`config.mk`:
```
export PLATFORM = sky130hd
export DESIGN_NAME = ccl_ctrl
export DESIGN_NICKNAME = d
export VERILOG_FILES = /design/src/common/ccl_pkg.sv /design/src/rtl/ccl_ctrl.sv /design/src/rtl/ccl_serial_port.sv
export VERILOG_INCLUDE_DIRS = /design/src /design/src/common
export SDC_FILE = /design/constraint.sdc
export NUM_CORES = 1
export LEC_CHECK = 0
export ABC_CLOCK_PERIOD_IN_PS = 3900
export BUFFER_PORTS_ARGS = -buffer_cell sky130_fd_sc_hd__buf_4
export CAP_MARGIN = 25
export CELL_PAD_IN_SITES_DETAIL_PLACEMENT = 1
export CELL_PAD_IN_SITES_GLOBAL_PLACEMENT = 2
export CORE_MARGIN = 2
export CORE_UTILIZATION = 30
export CTS_BUF_LIST = sky130_fd_sc_hd__clkbuf_4
export CTS_CLUSTER_DIAMETER = 200
export CTS_CLUSTER_SIZE = 16
export DETAILED_ROUTE_END_ITERATION = 7
export PLACE_DENSITY = 0.78
export SYNTH_ARGS = -nofsm -noshare
export SYNTH_HDL_FRONTEND = slang
export SYNTH_HIERARCHICAL = 1
export SYNTH_SLANG_ARGS = --single-unit
```
`constraint.sdc`:
```
create_clock -name ref_clk_i -period 3.9 [get_ports ref_clk_i]
set_input_delay 0.195 -clock ref_clk_i [delete_from_list [all_inputs] [get_ports ref_clk_i]]
set_output_delay 0.195 -clock ref_clk_i [all_outputs]
set_load 0.01 [all_outputs]
```
`src/common/ccl_map.svh`:
```
`ifndef CCL_MAP_SVH
`define CCL_MAP_SVH
// Instruction byte fields
`define CCL_INS_PWR_BIT 7
`define CCL_INS_OP_HI 6
`define CCL_INS_OP_LO 3
`define CCL_INS_RD_BIT 2
`define CCL_INS_TWO_BIT 1
// Register opcodes (instruction bits 6:3)
`define CCL_OP_CTRL 4'h0
`define CCL_OP_LCONT 4'h1
`define CCL_OP_LDIR 4'h2
// Control byte fields
`define CCL_CTL_FREQ_HI 7
`define CCL_CTL_FREQ_LO 6
`define CCL_CTL_LAW_BIT 5
`define CCL_CTL_INV_BIT 4
`define CCL_CTL_TIMING_BIT 3
`define CCL_CTL_DLOOP_BIT 2
`define CCL_CTL_ALOOP_BIT 1
`define CCL_CTL_PAMP_BIT 0
// Latch fields: byte bit (7 - n) carries latch n
`define CCL_LATCH_TOP_BIT 7
`define CCL_LATCH_COUNT 6
// Reset values
`define CCL_CTL_RESET 8'h08
`define CCL_LDIR_RESET 6'h00
`define CCL_LCONT_RESET 6'h00
`define CCL_PDN_RESET 1'b1
// Serial word length
`define CCL_BYTE_BITS 4'h8
// Master clock edges per 8 kHz frame for each divider setting
`define CCL_DIV_512K 10'h040
`define CCL_DIV_1536K 10'h0C0
`define CCL_DIV_2048K 10'h100
`define CCL_DIV_4096K 10'h200
// A-law even-bit inversion mask
`define CCL_ALAW_INV_MASK 8'h55
// Full-scale codewords
`define CCL_MU_POS_FS 8'h80
`define CCL_MU_NEG_FS 8'h00
`define CCL_AINV_POS_FS 8'hAA
`define CCL_AINV_NEG_FS 8'h2A
`define CCL_ANOINV_POS_FS 8'hFF
`define CCL_ANOINV_NEG_FS 8'h7F
`endif

```
`src/common/ccl_pkg.sv`:
```
package ccl_pkg;
  typedef enum logic [1:0] {CCL_MCLK_512K, CCL_MCLK_1536K, CCL_MCLK_2048K, CCL_MCLK_4096K}
    ccl_mclk_t;
  typedef enum logic [1:0] {CCL_LAW_MU, CCL_LAW_A_INV, CCL_LAW_A_PLAIN} ccl_law_t;
  typedef enum logic [1:0] {CCL_LOOP_NONE, CCL_LOOP_DIGITAL, CCL_LOOP_ANALOG} ccl_loop_t;
  typedef enum logic [1:0] {CCL_ST_INSTR, CCL_ST_WRITE, CCL_ST_READ} ccl_state_t;
endpackage

```
`src/rtl/ccl_ctrl.sv`:
```
`timescale 1ns/10ps
`include "ccl_map.svh"
module ccl_ctrl
  import ccl_pkg::*;
#(
  parameter int LATCHES = `CCL_LATCH_COUNT // Number of interface latches
)
(
  input wire logic ref_clk_i,              // System clock
  input wire logic srst_i,                 // Synchronous reset
  input wire logic ctl_clock_i,            // Serial shift clock
  input wire logic ctl_select_n_i,         // Chip select, active low
  input wire logic ctl_data_in_i,          // Serial data in
  output logic ctl_data_out_o,             // Serial data out
  output logic ctl_data_oe_o,              // Serial data out enable
  input wire logic [LATCHES-1:0] latch_pin_i,   // Latch pin levels
  output logic [LATCHES-1:0] latch_pin_o,       // Latch pin drive values
  output logic [LATCHES-1:0] latch_pin_oe_o,    // Latch pin drive enables
  input wire logic mclk_i,                 // Master clock, sampled
  output logic frame_tick_o,               // Pulse per frame from divider
  output ccl_mclk_t mclk_freq_sel_o,       // Divider selection
  output ccl_law_t law_o,                  // Companding law in use
  output logic nondelayed_timing_o,        // High: non-delayed timing
  output ccl_loop_t loop_mode_o,           // Loop mode
  output logic power_down_state_o,         // High while powered down
  output logic tx_analog_loop_sel_o,       // High: tx input from rx output
  output logic rx_analog_drive_o,          // Receive amplifier enable
  output logic [7:0] pos_full_scale_o,     // Positive full-scale code
  output logic [7:0] neg_full_scale_o,     // Negative full-scale code
  input wire logic [7:0] enc_word_i,       // Encoder word, uninverted
  output logic [7:0] dec_word_o,           // Word to decoder
  input wire logic tx_slot_start_i,        // Pulse: transmit slot begins
  input wire logic tx_bit_en_i,            // Pulse: next transmit bit
  input wire logic tx_slot_active_i,       // Level: transmit slot in progress
  input wire logic tx_port_sel_i,          // Transmit port: 0 or 1
  output logic pcm_tx_out0_o,              // Transmit port 0 data
  output logic pcm_tx_out0_oe_o,           // Transmit port 0 enable
  output logic pcm_tx_out1_o,              // Transmit port 1 data
  output logic pcm_tx_out1_oe_o,           // Transmit port 1 enable
  input wire logic rx_bit_en_i,            // Pulse: receive bit valid
  input wire logic rx_bit_i                // Receive serial bit
);
  ccl_state_t state;
  logic [7:0] codec_control_reg;
  logic [LATCHES-1:0] latch_direction_reg;
  logic [LATCHES-1:0] latch_content_reg;
  logic [3:0] pend_op;
  logic byte_valid;
  logic [7:0] byte_data;
  logic rd_load;
  logic [7:0] rd_data;
  logic [7:0] dir_byte;
  logic [7:0] cont_byte;
  logic [7:0] inv_mask;
  logic [9:0] div_ratio;
  logic [9:0] div_cnt;
  logic mclk_q;
  logic [7:0] tx_sh;
  logic [7:0] rx_sh;
  logic [2:0] rx_cnt;
  logic [7:0] rx_pcm_reg;
  logic [7:0] next_tx_word;

  ccl_serial_port u_port (
    .ref_clk_i(ref_clk_i),
    .srst_i(srst_i),
    .ctl_clock_i(ctl_clock_i),
    .ctl_select_n_i(ctl_select_n_i),
    .ctl_data_in_i(ctl_data_in_i),
    .ctl_data_out_o(ctl_data_out_o),
    .ctl_data_oe_o(ctl_data_oe_o),
    .byte_valid_o(byte_valid),
    .byte_data_o(byte_data),
    .rd_load_i(rd_load),
    .rd_data_i(rd_data)
  );

  // Instruction decode and register writes
  always_ff @(posedge ref_clk_i)
  begin
    rd_load <= 1'b0;
    if (srst_i)
    begin
      state <= CCL_ST_INSTR;
      pend_op <= 4'h0;
      rd_data <= 8'h00;
      power_down_state_o <= `CCL_PDN_RESET;
      codec_control_reg <= `CCL_CTL_RESET;
      latch_direction_reg <= LATCHES'(`CCL_LDIR_RESET);
      latch_content_reg <= LATCHES'(`CCL_LCONT_RESET);
    end
    else if (byte_valid)
    begin
      unique case (state)
        CCL_ST_INSTR:
        begin
          power_down_state_o <= byte_data[`CCL_INS_PWR_BIT];
          pend_op <= byte_data[`CCL_INS_OP_HI:`CCL_INS_OP_LO];
          if (!byte_data[`CCL_INS_TWO_BIT])
            state <= CCL_ST_INSTR;
          else if (byte_data[`CCL_INS_RD_BIT])
          begin
            state <= CCL_ST_READ;
            rd_load <= 1'b1;
            unique case (byte_data[`CCL_INS_OP_HI:`CCL_INS_OP_LO])
              `CCL_OP_CTRL: rd_data <= codec_control_reg;
              `CCL_OP_LDIR: rd_data <= dir_byte;
              `CCL_OP_LCONT: rd_data <= cont_byte;
              default: rd_data <= 8'h00;
            endcase
          end
          else
            state <= CCL_ST_WRITE;
        end
        CCL_ST_WRITE:
        begin
          state <= CCL_ST_INSTR;
          if (pend_op == `CCL_OP_CTRL)
            codec_control_reg <= byte_data;
          else if (pend_op == `CCL_OP_LDIR)
            for (int n = 0; n < LATCHES; n++)
              latch_direction_reg[n] <= byte_data[`CCL_LATCH_TOP_BIT - n];
          else if (pend_op == `CCL_OP_LCONT)
            for (int n = 0; n < LATCHES; n++)
              latch_content_reg[n] <= byte_data[`CCL_LATCH_TOP_BIT - n];
        end
        CCL_ST_READ:
          state <= CCL_ST_INSTR;
        default:
          state <= CCL_ST_INSTR;
      endcase
    end
  end

  // Latch pins and readback bytes, one slice per latch
  always_comb
  begin
    dir_byte = 8'h00;
    cont_byte = 8'h00;
    for (int n = 0; n < LATCHES; n++)
    begin
      dir_byte[`CCL_LATCH_TOP_BIT - n] = latch_direction_reg[n];
      cont_byte[`CCL_LATCH_TOP_BIT - n] = latch_direction_reg[n] ?
        latch_content_reg[n] : latch_pin_i[n];
    end
  end

  genvar g;
  generate
    for (g = 0; g < LATCHES; g++)
    begin : g_latch
      assign latch_pin_o[g] = latch_content_reg[g];
      assign latch_pin_oe_o[g] = latch_direction_reg[g];
    end
  endgenerate

  // Field decode of the control register
  always_comb
  begin
    mclk_freq_sel_o = ccl_mclk_t'(codec_control_reg[`CCL_CTL_FREQ_HI:`CCL_CTL_FREQ_LO]);
    nondelayed_timing_o = codec_control_reg[`CCL_CTL_TIMING_BIT];
    if (!codec_control_reg[`CCL_CTL_LAW_BIT])
      law_o = CCL_LAW_MU;
    else if (!codec_control_reg[`CCL_CTL_INV_BIT])
      law_o = CCL_LAW_A_INV;
    else
      law_o = CCL_LAW_A_PLAIN;
    if (codec_control_reg[`CCL_CTL_DLOOP_BIT])
      loop_mode_o = CCL_LOOP_DIGITAL;
    else if (codec_control_reg[`CCL_CTL_ALOOP_BIT])
      loop_mode_o = CCL_LOOP_ANALOG;
    else
      loop_mode_o = CCL_LOOP_NONE;
  end

  // Law-specific codeword conventions
  always_comb
  begin
    unique case (law_o)
      CCL_LAW_MU:
      begin
        inv_mask = 8'h00;
        pos_full_scale_o = `CCL_MU_POS_FS;
        neg_full_scale_o = `CCL_MU_NEG_FS;
      end
      CCL_LAW_A_INV:
      begin
        inv_mask = `CCL_ALAW_INV_MASK;
        pos_full_scale_o = `CCL_AINV_POS_FS;
        neg_full_scale_o = `CCL_AINV_NEG_FS;
      end
      default:
      begin
        inv_mask = 8'h00;
        pos_full_scale_o = `CCL_ANOINV_POS_FS;
        neg_full_scale_o = `CCL_ANOINV_NEG_FS;
      end
    endcase
  end

  // Analog paths: loop feed and receive amplifier
  assign tx_analog_loop_sel_o = (loop_mode_o == CCL_LOOP_ANALOG);
  assign rx_analog_drive_o = ~power_down_state_o |
    ~codec_control_reg[`CCL_CTL_PAMP_BIT];

  // Master clock divider to frame rate
  always_comb
  begin
    unique case (mclk_freq_sel_o)
      CCL_MCLK_512K: div_ratio = `CCL_DIV_512K;
      CCL_MCLK_1536K: div_ratio = `CCL_DIV_1536K;
      CCL_MCLK_2048K: div_ratio = `CCL_DIV_2048K;
      CCL_MCLK_4096K: div_ratio = `CCL_DIV_4096K;
    endcase
  end

  always_ff @(posedge ref_clk_i)
  begin
    frame_tick_o <= 1'b0;
    if (srst_i)
    begin
      mclk_q <= 1'b0;
      div_cnt <= 10'h000;
    end
    else
    begin
      mclk_q <= mclk_i;
      if (mclk_i && !mclk_q)
      begin
        if (div_cnt >= div_ratio - 10'h001)
        begin
          div_cnt <= 10'h000;
          frame_tick_o <= 1'b1;
        end
        else
          div_cnt <= div_cnt + 10'h001;
      end
    end
  end

  // Receive PCM register, shifted in MSB first
  always_ff @(posedge ref_clk_i)
  begin
    if (srst_i)
    begin
      rx_sh <= 8'h00;
      rx_cnt <= 3'h0;
      rx_pcm_reg <= 8'h00;
    end
    else if (rx_bit_en_i)
    begin
      rx_sh <= {rx_sh[6:0], rx_bit_i};
      rx_cnt <= rx_cnt + 3'h1;
      if (rx_cnt == 3'h7)
        rx_pcm_reg <= {rx_sh[6:0], rx_bit_i};
    end
  end

  // Decoding runs in every loop mode
  assign dec_word_o = rx_pcm_reg ^ inv_mask;

  // Transmit word: encoder, or receive register in digital loop
  assign next_tx_word = (loop_mode_o == CCL_LOOP_DIGITAL) ?
    rx_pcm_reg : (enc_word_i ^ inv_mask);

  always_ff @(posedge ref_clk_i)
  begin
    if (srst_i)
      tx_sh <= 8'h00;
    else if (tx_slot_start_i)
      tx_sh <= next_tx_word;
    else if (tx_bit_en_i)
      tx_sh <= {tx_sh[6:0], 1'b0};
  end

  // Transmit outputs, only the selected port drives
  always_ff @(posedge ref_clk_i)
  begin
    if (srst_i)
    begin
      pcm_tx_out0_o <= 1'b0;
      pcm_tx_out1_o <= 1'b0;
      pcm_tx_out0_oe_o <= 1'b0;
      pcm_tx_out1_oe_o <= 1'b0;
    end
    else
    begin
      pcm_tx_out0_o <= tx_slot_start_i ? next_tx_word[7] : tx_sh[7];
      pcm_tx_out1_o <= tx_slot_start_i ? next_tx_word[7] : tx_sh[7];
      pcm_tx_out0_oe_o <= tx_slot_active_i & ~tx_port_sel_i & ~power_down_state_o;
      pcm_tx_out1_oe_o <= tx_slot_active_i & tx_port_sel_i & ~power_down_state_o;
    end
  end
endmodule

```
`src/rtl/ccl_serial_port.sv`:
```
`timescale 1ns/10ps
`include "ccl_map.svh"
module ccl_serial_port
  import ccl_pkg::*;
(
  input wire logic ref_clk_i,        // System clock
  input wire logic srst_i,           // Synchronous reset
  input wire logic ctl_clock_i,      // Serial shift clock
  input wire logic ctl_select_n_i,   // Chip select, active low
  input wire logic ctl_data_in_i,    // Serial data in
  output logic ctl_data_out_o,       // Serial data out
  output logic ctl_data_oe_o,        // Serial data out enable
  output logic byte_valid_o,         // Pulse: byte received
  output logic [7:0] byte_data_o,    // Received byte
  input wire logic rd_load_i,        // Pulse: load readback byte
  input wire logic [7:0] rd_data_i   // Readback byte
);
  logic clk_q;
  logic [3:0] bit_cnt;
  logic [7:0] in_sh;
  logic [7:0] out_sh;
  logic rd_phase;
  logic fall_edge;
  logic rise_edge;

  // Edge detect of the shift clock in the system clock domain
  assign fall_edge = clk_q & ~ctl_clock_i & ~ctl_select_n_i;
  assign rise_edge = ~clk_q & ctl_clock_i & ~ctl_select_n_i;

  always_ff @(posedge ref_clk_i)
  begin
    if (srst_i)
      clk_q <= 1'b0;
    else
      clk_q <= ctl_clock_i;
  end

  // Input shifting, MSB first, on falling edges
  always_ff @(posedge ref_clk_i)
  begin
    byte_valid_o <= 1'b0;
    if (srst_i || ctl_select_n_i)
    begin
      bit_cnt <= 4'h0;
      in_sh <= 8'h00;
      if (srst_i)
        byte_data_o <= 8'h00;
    end
    else if (fall_edge)
    begin
      if (bit_cnt == `CCL_BYTE_BITS - 4'h1)
      begin
        bit_cnt <= 4'h0;
        byte_data_o <= {in_sh[6:0], ctl_data_in_i};
        byte_valid_o <= 1'b1;
      end
      else
      begin
        bit_cnt <= bit_cnt + 4'h1;
        in_sh <= {in_sh[6:0], ctl_data_in_i};
      end
    end
  end

  // Readback shifting on rising edges; output floats otherwise
  always_ff @(posedge ref_clk_i)
  begin
    if (srst_i)
    begin
      out_sh <= 8'h00;
      rd_phase <= 1'b0;
      ctl_data_out_o <= 1'b0;
      ctl_data_oe_o <= 1'b0;
    end
    else if (rd_load_i)
    begin
      out_sh <= rd_data_i;
      rd_phase <= 1'b1;
    end
    else if (ctl_select_n_i || (rd_phase && fall_edge && bit_cnt == `CCL_BYTE_BITS - 4'h1))
    begin
      rd_phase <= 1'b0;
      ctl_data_oe_o <= 1'b0;
    end
    else if (rd_phase && rise_edge)
    begin
      ctl_data_out_o <= out_sh[7];
      out_sh <= {out_sh[6:0], 1'b0};
      ctl_data_oe_o <= 1'b1;
    end
  end
endmodule

```
==> results of run 1 <==
==> routing by layer <==
layer	up-vias	routed length (um)	share of wire [%]
met4	0	140	1.1
li1	1843	-	-
met1	1791	5760	47
met3	11	380	3.1
met2	64	6080	49
met5	-	0	0
==> cells by family after synthesis <==
logic type	synth area share, %
simple gates	18.3
flops	45.4
compound gates	12.2
buf+inv	8.04
mux	10.7
xor+xnor	3.17
fa+ha+maj	2.01
other cells	0.151
==> per-stage QoR <==
| step | total power, W | cells | worst slack [ns] | area [um2] | hold WS, ns |
|---|---|---|---|---|---|
| final | 0.00182 | 780 | 1.83 | 5730 | 0.0476 |
| after global routing | 0.00191 | 780 | 1.61 | 5730 | 0.0245 |
| after CTS | 0.00185 | 779 | 1.64 | 5720 | 0.0196 |
| after detailed placement | 0.00130 | 754 | 1.67 | 5510 | 0.384 |
| after global placement | 0.00129 | 754 | 1.83 | 5510 | 0.390 |
| after floorplan | 0.00125 | 508 | 2.00 | 4980 | 0.274 |
==> worst min path at each step <==
stage                     slack [ns]                     endpoint  depth (start not counted)     startpoint
after floorplan                 0.27  pcm_tx_out0_oe_o$_SDFF_PP0_                          1  tx_port_sel_i
after global placement          0.39  pcm_tx_out0_oe_o$_SDFF_PP0_                          2  tx_port_sel_i
after detailed placement        0.38  pcm_tx_out0_oe_o$_SDFF_PP0_                          2  tx_port_sel_i
after CTS                       0.02      rd_data[0]$_SDFFE_PP0P_                          2         srst_i
after global routing            0.02      rd_data[1]$_SDFFE_PP0P_                          2         srst_i
final                           0.05      rd_data[0]$_SDFFE_PP0P_                          2         srst_i
==> cells in the mapped netlist, types with 2 or more instances <==
cell type / instances
o2bb2ai_1: 6
buf_6: 2
nand3_1: 15
buf_1: 4
a21o_1: 6
dfxtp_1: 101
a22oi_1: 5
and3_1: 3
a21oi_2: 2
xnor2_1: 6
ha_1: 8
nand3b_1: 2
and4b_1: 3
inv_1: 19
or3_1: 2
buf_2: 10
nor3_4: 2
o211a_1: 8
nor3_1: 7
xor2_1: 12
a21oi_1: 17
nor2_1: 57
and4_1: 2
edfxtp_1: 8
nor4b_1: 2
o21ai_0: 5
a211oi_1: 11
conb_1: 2
o21a_1: 2
o22ai_1: 5
nand2_1: 38
nand4b_1: 2
nor2b_1: 13
clkbuf_1: 9
buf_4: 25
nand2b_1: 6
mux2i_1: 52
==> cells in the final DEF, fill, tap and decap left out, drive strengths merged, types with 3 or more instances in the layout <==
| master | count |
|---|---|
| and4b | 3 |
| nor2 | 58 |
| xor2 | 12 |
| and3 | 3 |
| nor3 | 9 |
| ha | 8 |
| buf | 78 |
| clkbuf | 9 |
| dlygate4sd3 | 9 |
| o22ai | 5 |
| nand2b | 7 |
| o211a | 8 |
| dfxtp | 101 |
| nor4b | 3 |
| nand2 | 39 |
| clkinv | 5 |
| mux2i | 52 |
| o2bb2ai | 6 |
| a22oi | 5 |
| edfxtp | 8 |
| a211oi | 11 |
| nand3 | 15 |
| a21o | 6 |
| xnor2 | 6 |
| o21ai | 5 |
| inv | 21 |
| a21oi | 19 |
| conb | 3 |
| nor2b | 13 |
| nand4b | 3 |
==> power by group through the flow <==
| stage | registers [W] | clock network, W | logic [W] |
|---|---|---|---|
| CTS | 0.00116 | 0.000571 | 0.000120 |
| global route | 0.00116 | 0.000613 | 0.000131 |
| floorplan | 0.00118 | 0 | 0.0000754 |
| detailed placement | 0.00118 | 0 | 0.000113 |
| global placement | 0.00118 | 0 | 0.000109 |
| finish | 0.00116 | 0.000544 | 0.000118 |
==> timing repair <==
action                                  CTS  global route
hold endpoints to repair                 13             0
hold buffers                              9             0
endpoints found under the setup margin    0             0
==> area by class of cell <==
cell class | instances | area (um2) | area share (%)
clock buffers | 9 | 67.6 | 1.18
clock inverters | 7 | 58.8 | 1.03
repair buffers | 87 | 673 | 11.8
flip-flops and latches | 109 | 2260 | 39.5
multi-input cells | 329 | 2320 | 40.5
well taps | 220 | 275 | 4.81
inverters | 19 | 71.3 | 1.25
==> results.toml, run 1 <==
[run_status]
status = "completed"

[sta]
fin_tns_setup_ns = 0
setup_viol = 0
slew_headroom_pct = 49.9
period_minus_slack_ns = 2.07
hold_viol = 0
clock_skew_ns = 0.0122
max_freq_ghz = 0.483
drv_slew = 0
worst_slew_pin_slew_ns = 0.750
rsz0062_at_grt = "false"
period_share_pct = 53.1

[die]
initial_core_util_pct = 30.3
num_rows = 47
die_height_um = 133
ioPinCount = 79
core-area_mm2 = 0.0164
die_area_mm2 = 0.0176
die_w_um = 133

[power]
pwr-share-comb_pct = 6.5
switchingPower_w = 0.000483
p_seq_share_pct = 63.7
swShare_pct = 26.5
pwr-share-clk_pct = 29.9
power.internal_w = 0.00134
vdd_drop_max_uv = 248
p_leak_nw = 2.39
p_per_area_mw_per_mm2 = 318

[final_layout]
num_antenna_cells = 0
drive_gt1_share_pct = 19.6
largest-register = "div_cnt"
largest_register_ffs = 10
finalNetCount = 589
syn_to_final_growth_pct = 15.1
final_util_pct = 34.9
fillerInstances = 1880

[grt]
antenna_found_initial = 0
grt_pass1_vias = 3850
grt.total_usage_pct = 14.2
grt_pass1_wl_um = 20000
grtUsageMet1_pct = 17.9
grt_max_degree = 53
overflow = 0
met3_usage_pct = 3.18
grt.busiest_layer = "met2"
grt.met2_usage_pct = 24.8

[setup_path]
endpoint_kind = "primary output"
cp_max_fo = 9
slowest_delay_ns = 0.57
worstSetupPathDepth = 3
slowest_stage = "dfxtp_1"
cp.arrival_ns = 1.88
cp.buffers_inverters = 1
endpoint = "dec_word_o[4]"
r2r-end = "u_port/byte_data_o[0]$_SDFFCE_PP0P_"
path_delay_family = "flip-flops"
worstRegToRegCells = 5
crit_required_ns = 3.70
timing.rr.start = "u_port/bit_cnt[0]$_SDFFE_PP0P_"
ff2ff_setup_slack_ns = 2.08
start_kind = "flop"
path_cells = "nand2b_1 -> xnor2_1 -> buf_4"
cp-startpoint = "codec_control_reg[5]$_SDFFE_PP0P_"
crit_type = "reg2out"

[routing]
drc_errors = 0
first_pass_iters = 4
routed_via_density = 4.76
wirelength_um = 12400
vias = 3709
first_iter_violations = 109
ant_nets = 0
wl_per_cell_um = 15.8

[logic_synthesis]
ys_seq_elements = 109
yosysTopAreaCellShare_pct = 40.6
synth_area_mm2 = 0.00498
synth_edf_count = 8
ys_seq_area_share_pct = 45.4
postSynth.asyncResetShare_pct = 0
synth_top_cell_by_area = "dfxtp_1"
syn_avg_cell_area_um2 = 9.82
ys_warn_count = 6
synthFlopType = "dfxtp_1"
synth_cell_types = 65
synth_area_leaders = "dfxtp_1 (41%), mux2i_1 (10%), edfxtp_1 (4.8%)"
synth_cells = 507

[clock_tree]
cts_made_buffers = 9
cts_tree = "yes"
clock_sinks = 109
cts_max_path_buffers = 2
htree_levels = 3
cts_root_buf = "clkbuf_4"
cts_resized = 0
insertion_delay_ns = 0.49
cts.clk_slew.worst_paths_ns = 0.17
post_cts_buffers = 0

[placement]
gp_congestion = 0.731
hpwl_um = 9070
portBuffers = 76

[job]
drv_cap = 0

[worst_hold_path]
min_path_type = "in2reg"
Power figures use the tool's default switching activity.
==> run 2: changes to the inputs <==
--- a/config.mk
+++ b/config.mk
@@ -6,7 +6,7 @@
 export SDC_FILE = /design/constraint.sdc
 export NUM_CORES = 1
 export LEC_CHECK = 0
-export ABC_CLOCK_PERIOD_IN_PS = 3900
+export ABC_CLOCK_PERIOD_IN_PS = 1800
 export BUFFER_PORTS_ARGS = -buffer_cell sky130_fd_sc_hd__buf_4
 export CAP_MARGIN = 25
 export CELL_PAD_IN_SITES_DETAIL_PLACEMENT = 1
@@ -17,7 +17,7 @@
 export CTS_CLUSTER_DIAMETER = 200
 export CTS_CLUSTER_SIZE = 16
 export DETAILED_ROUTE_END_ITERATION = 7
-export PLACE_DENSITY = 0.78
+export PLACE_DENSITY = 0.81
 export SYNTH_ARGS = -nofsm -noshare
 export SYNTH_HDL_FRONTEND = slang
 export SYNTH_HIERARCHICAL = 1
==> constraint.sdc (replaced) <==
create_clock -name ref_clk_i -period 1.8 [get_ports ref_clk_i]
set_input_delay 0.09 -clock ref_clk_i [delete_from_list [all_inputs] [get_ports ref_clk_i]]
set_output_delay 0.09 -clock ref_clk_i [all_outputs]
set_load 0.01 [all_outputs]
==> results.toml, run 2 (same netlist as run 1, synthesis figures left out) <==
[clock_tree]
cts_root_buf = "clkbuf_4"
cts.clk_slew.worst_paths_ns = 0.17
insertion_delay_ns = 0.50
cts_max_path_buffers = 2
cts_made_buffers = 9
clock_sinks = 109
htree_levels = 3
cts_tree = "yes"

[setup_path]
worstSetupPathDepth = 6
slowest_delay_ns = 0.55
crit_type = "reg2reg"
cp_max_fo = 8
path_delay_family = "buffers and inverters"
cp.arrival_ns = 2.09
worstRegToRegCells = 6
cp_common_cell = "ha_1"
slowest_stage = "dlygate4sd3_1"
cp-startpoint = "rx_cnt[0]$_SDFFE_PP0P_"
timing.rr.start = "rx_cnt[0]$_SDFFE_PP0P_"
ff2ff_setup_slack_ns = 0.1
endpoint_kind = "flop"
endpoint = "rx_pcm_reg[0]$_SDFFE_PP0P_"
crit_required_ns = 2.19
r2r-end = "rx_pcm_reg[0]$_SDFFE_PP0P_"
start_kind = "flop"
cp.buffers_inverters = 2
path_cells = "ha_1 -> ha_1 -> buf_4 -> nand3_1 -> dlygate4sd3_1 -> a21oi_1"

[power]
pwr-share-clk_pct = 34.4
swShare_pct = 24.8
p_leak_nw = 2.49
switchingPower_w = 0.00106
p_per_area_mw_per_mm2 = 714
p_seq_share_pct = 59.1
power.internal_w = 0.00319
pwr-share-comb_pct = 6.5
vdd_drop_max_uv = 410

[die]
die_w_um = 133
initial_core_util_pct = 30.3
num_rows = 47
die_height_um = 133
ioPinCount = 79
core-area_mm2 = 0.0164
die_area_mm2 = 0.0176

[grt]
grt.met2_usage_pct = 25.7
overflow = 0
grt_pass1_wl_um = 20300
grt_max_degree = 37
met3_usage_pct = 4.10
grtUsageMet1_pct = 17.4
grt.total_usage_pct = 14.4
grt_pass1_vias = 3953
antenna_found_initial = 0
grt.busiest_layer = "met2"

[routing]
first_pass_iters = 4
wl_per_cell_um = 15.6
first_iter_violations = 177
ant_nets = 0
drc_errors = 0
wirelength_um = 12400
routed_via_density = 4.72
vias = 3759

[job]
drv_cap = 0

[sta]
rsz0062_at_grt = "false"
setup_viol = 0
hold_viol = 0
max_freq_ghz = 0.588
period_minus_slack_ns = 1.70
drv_slew = 0
period_share_pct = 94.5
clock_skew_ns = 0.0289
fin_tns_setup_ns = 0

[placement]
placed_cell_area_mm2 = 0.00560
gp_congestion = 0.759
portBuffers = 76
hpwl_um = 9170

[final_layout]
layout_commonest_cell = "dfxtp_1"
syn_to_final_growth_pct = 19.6
largest_register_ffs = 10
num_antenna_cells = 0
fillerInstances = 1882
finalInstanceArea_mm2 = 0.00595
largest-register = "div_cnt"
drive_gt1_share_pct = 21.8
finalNetCount = 606
final_cell_mix = "dfxtp_1 (101), buf_4 (90), nor2_1 (56), mux2i_1 (52), nand2_1 (38)"

[run_status]
status = "completed"

[worst_hold_path]
min_path_type = "in2reg"
## run 2: per-stage QoR
| step | utilization (%) | std cells | hold slack [ns] | worst slack, ns | power [W] |
|---|---|---|---|---|---|
| 2_1_floorplan | - | 508 | 0.169 | 0.115 | 0.00271 |
| 3_3_place_gp | 34.2 | 767 | 0.260 | 0.197 | 0.00281 |
| 3_5_place_dp | 34.2 | 767 | 0.268 | 0.0859 | 0.00282 |
| 4_1_cts | 36.1 | 797 | 0.000836 | 0.0200 | 0.00432 |
| 5_1_grt | 36.3 | 797 | 0.00609 | 0.00877 | 0.00446 |
| 6_report | 36.3 | 797 | 0.0335 | 0.0998 | 0.00425 |
## run 2: area by class of cell
cell class / count / area (um2) / area share (%)
clock buffers: 9 / 67.6 / 1.13
well taps: 220 / 275 / 4.62
multi-input cells: 329 / 2350 / 39.5
inverters: 19 / 71.3 / 1.20
flip-flops and latches: 109 / 2260 / 38.0
clock inverters: 7 / 111 / 1.87
repair buffers: 104 / 816 / 13.7
## run 2: timing repair
item	CTS	global route
gates resized for setup	2	4
endpoints found under the setup margin	13	22
setup buffers	0	0
hold endpoints to repair	48	0
hold buffers	14	0
## run 2: per-layer routing
metal / vias to the layer above / wire length (um)
li1: 1868 / -
met1: 1837 / 5530
met2: 45 / 6340
met3: 9 / 433
met4: 0 / 102
met5: - / 0
## run 2: worst min-delay path by stage
stage                             start                           to  slack, ns  depth (start not counted)
after CTS                 enc_word_i[5]        tx_sh[5]$_SDFFE_PP0P_     0.0008                          3
after global routing      enc_word_i[6]        tx_sh[6]$_SDFFE_PP0P_      0.006                          4
after floorplan           tx_port_sel_i  pcm_tx_out0_oe_o$_SDFF_PP0_       0.17                          1
after detailed placement  tx_port_sel_i  pcm_tx_out0_oe_o$_SDFF_PP0_       0.27                          2
after global placement    tx_port_sel_i  pcm_tx_out0_oe_o$_SDFF_PP0_       0.26                          2
final                     enc_word_i[5]        tx_sh[5]$_SDFFE_PP0P_       0.03                          3
## run 2: power by group through the flow
stage                     registers, W  clock network, W  logic [W]
final                          0.00251           0.00146   0.000276
after floorplan                0.00255                 0   0.000163
after global placement         0.00256                 0   0.000247
after detailed placement       0.00256                 0   0.000256
after CTS                      0.00251           0.00153   0.000279
after global routing           0.00252           0.00163   0.000306
## run 2: worst min-delay path: stages
cell	delay [ns]
buf_4	0.08
mux2i_1	0.08
a211oi_1	0.22
==> run 3: changes to the inputs <==
--- a/config.mk
+++ b/config.mk
@@ -12,12 +12,12 @@
 export CELL_PAD_IN_SITES_DETAIL_PLACEMENT = 1
 export CELL_PAD_IN_SITES_GLOBAL_PLACEMENT = 2
 export CORE_MARGIN = 2
-export CORE_UTILIZATION = 30
+export CORE_UTILIZATION = 33
 export CTS_BUF_LIST = sky130_fd_sc_hd__clkbuf_4
 export CTS_CLUSTER_DIAMETER = 200
 export CTS_CLUSTER_SIZE = 16
 export DETAILED_ROUTE_END_ITERATION = 7
-export PLACE_DENSITY = 0.81
+export PLACE_DENSITY = 0.87
 export SYNTH_ARGS = -nofsm -noshare
 export SYNTH_HDL_FRONTEND = slang
 export SYNTH_HIERARCHICAL = 1
==> results.toml, run 3 (same netlist as run 1, synthesis figures left out) <==
[final_layout]
finalNetCount = 604
final_util_pct = 39.8
drive_gt1_share_pct = 21.3
num_antenna_cells = 0
fillerInstances = 1695
multi_input_area_mm2 = 0.00234
seq_area_mm2 = 0.00226
layout_commonest_cell = "dfxtp_1"
syn_to_final_growth_pct = 17.2
largest_register_ffs = 10
finalInstanceArea_mm2 = 0.00583
final_cell_mix = "dfxtp_1 (101), buf_4 (87), nor2_1 (56), mux2i_1 (52), nand2_1 (38)"
largest-register = "div_cnt"

[setup_path]
crit_type = "reg2out"
cp_max_fo = 6
cp.buffers_inverters = 2
crit_required_ns = 1.71
slowest_stage = "dfxtp_1"
cp_common_cell = "buf_4"
path_delay_family = "flip-flops"
cp.arrival_ns = 1.60
path_cells = "nand2b_1 -> buf_4 -> xnor2_1 -> buf_4"
start_kind = "flop"
endpoint_kind = "primary output"
slowest_delay_ns = 0.38

[sta]
worst_slew_pin_slew_ns = 0.517
whs_ns = 0.0689
hold_viol = 0
rsz0062_at_grt = "false"
setup_viol = 0
slew_headroom_pct = 65.5
max_freq_ghz = 0.591
period_share_pct = 94.0
drv_slew = 0
period_minus_slack_ns = 1.69
fin_tns_setup_ns = 0
clock_skew_ns = 0.0142

[clock_tree]
htree_levels = 3
post_cts_buffers = 0
cts_tree = "yes"
insertion_delay_ns = 0.47
cts.clk_slew.worst_paths_ns = 0.16
cts_made_buffers = 9
clock_sinks = 109
cts_root_buf = "clkbuf_4"
cts_max_path_buffers = 2

[routing]
routed_via_density = 4.97
wirelength_um = 12500
vias = 3764
wl_per_cell_um = 16.5
first_pass_iters = 6
drc_errors = 0
ant_nets = 0
first_iter_violations = 156

[placement]
hpwl_um = 9250
gp_congestion = 0.786
placed_cell_area_mm2 = 0.00558
portBuffers = 76

[die]
die_w_um = 127
die_height_um = 127
ioPinCount = 79
num_rows = 44
initial_core_util_pct = 34.0
die_area_mm2 = 0.0161
core-area_mm2 = 0.0146

[grt]
grt_max_degree = 54
met3_usage_pct = 3.84
grt_pass1_vias = 3959
grtUsageMet1_pct = 19.5
grt.total_usage_pct = 15.9
antenna_found_initial = 0
overflow = 0
grt.busiest_layer = "met2"
grt.met2_usage_pct = 28.7
grt_pass1_wl_um = 20500

[power]
power_w = 0.00387
p_leak_nw = 2.47
p_per_area_mw_per_mm2 = 663
vdd_drop_max_uv = 613

[job]
drv_cap = 0

[worst_hold_path]
min_path_type = "in2reg"

[run_status]
status = "completed"
-- run 3: final timing paths --
check                               startpoint                       endpoint  slack (ns)  cells past startpoint
max          codec_control_reg[4]$_SDFFE_PP0P_                  dec_word_o[4]        0.11                      4
min                              enc_word_i[1]          tx_sh[1]$_SDFFE_PP0P_        0.07                      3
max reg2reg              state[1]$_SDFFE_PP0P_    latch_pin_o[3]$_SDFFE_PP0P_        0.14                      4
min reg2reg            rd_data[0]$_SDFFE_PP0P_  u_port/out_sh[0]$_SDFFE_PP0P_        0.48                      2
-- run 3: routing by layer --
layer	vias up	wire, um
li1	1861	-
met1	1830	5680
met2	66	6310
met3	7	404
met4	0	104
met5	-	0
-- run 3: worst register-to-register path: stages, from the launching register on --
cell     delay (ns)
dfxtp_1        0.40
nor4b_4        0.34
and4b_1        0.52
mux2i_1        0.25
nor2_1         0.05
-- run 3: repair_timing --
item | CTS | global route
resized for setup | 1 | 3
hold buffers | 13 | 0
pin swaps | 0 | 0
setup endpoints to repair | 9 | 14
endpoints found under the hold margin | 32 | 0
-- run 3: area by class of cell --
class                   count  area share [%]
multi-input cells         329            40.2
flip-flops and latches    109            38.8
repair buffers            102            14.1
well taps                 184            3.95
clock buffers              12            1.54
inverters                  19            1.22
clock inverters             3           0.236
-- run 3: power breakdown --
part	leakage, nW	switching (W)	internal [W]	total (W)
clock	0.0646	0.000761	0.000317	0.00108
combinational	1.50	0.000147	0.000133	0.000280
sequential	0.899	0.0000325	0.00248	0.00251
-- run 3: stage by stage --
step	setup slack, ns	instances
after global routing	0.00955	758
final	0.108	758
after floorplan	0.115	508
after global placement	0.211	730
after CTS	0.0423	758
after detailed placement	0.0590	730
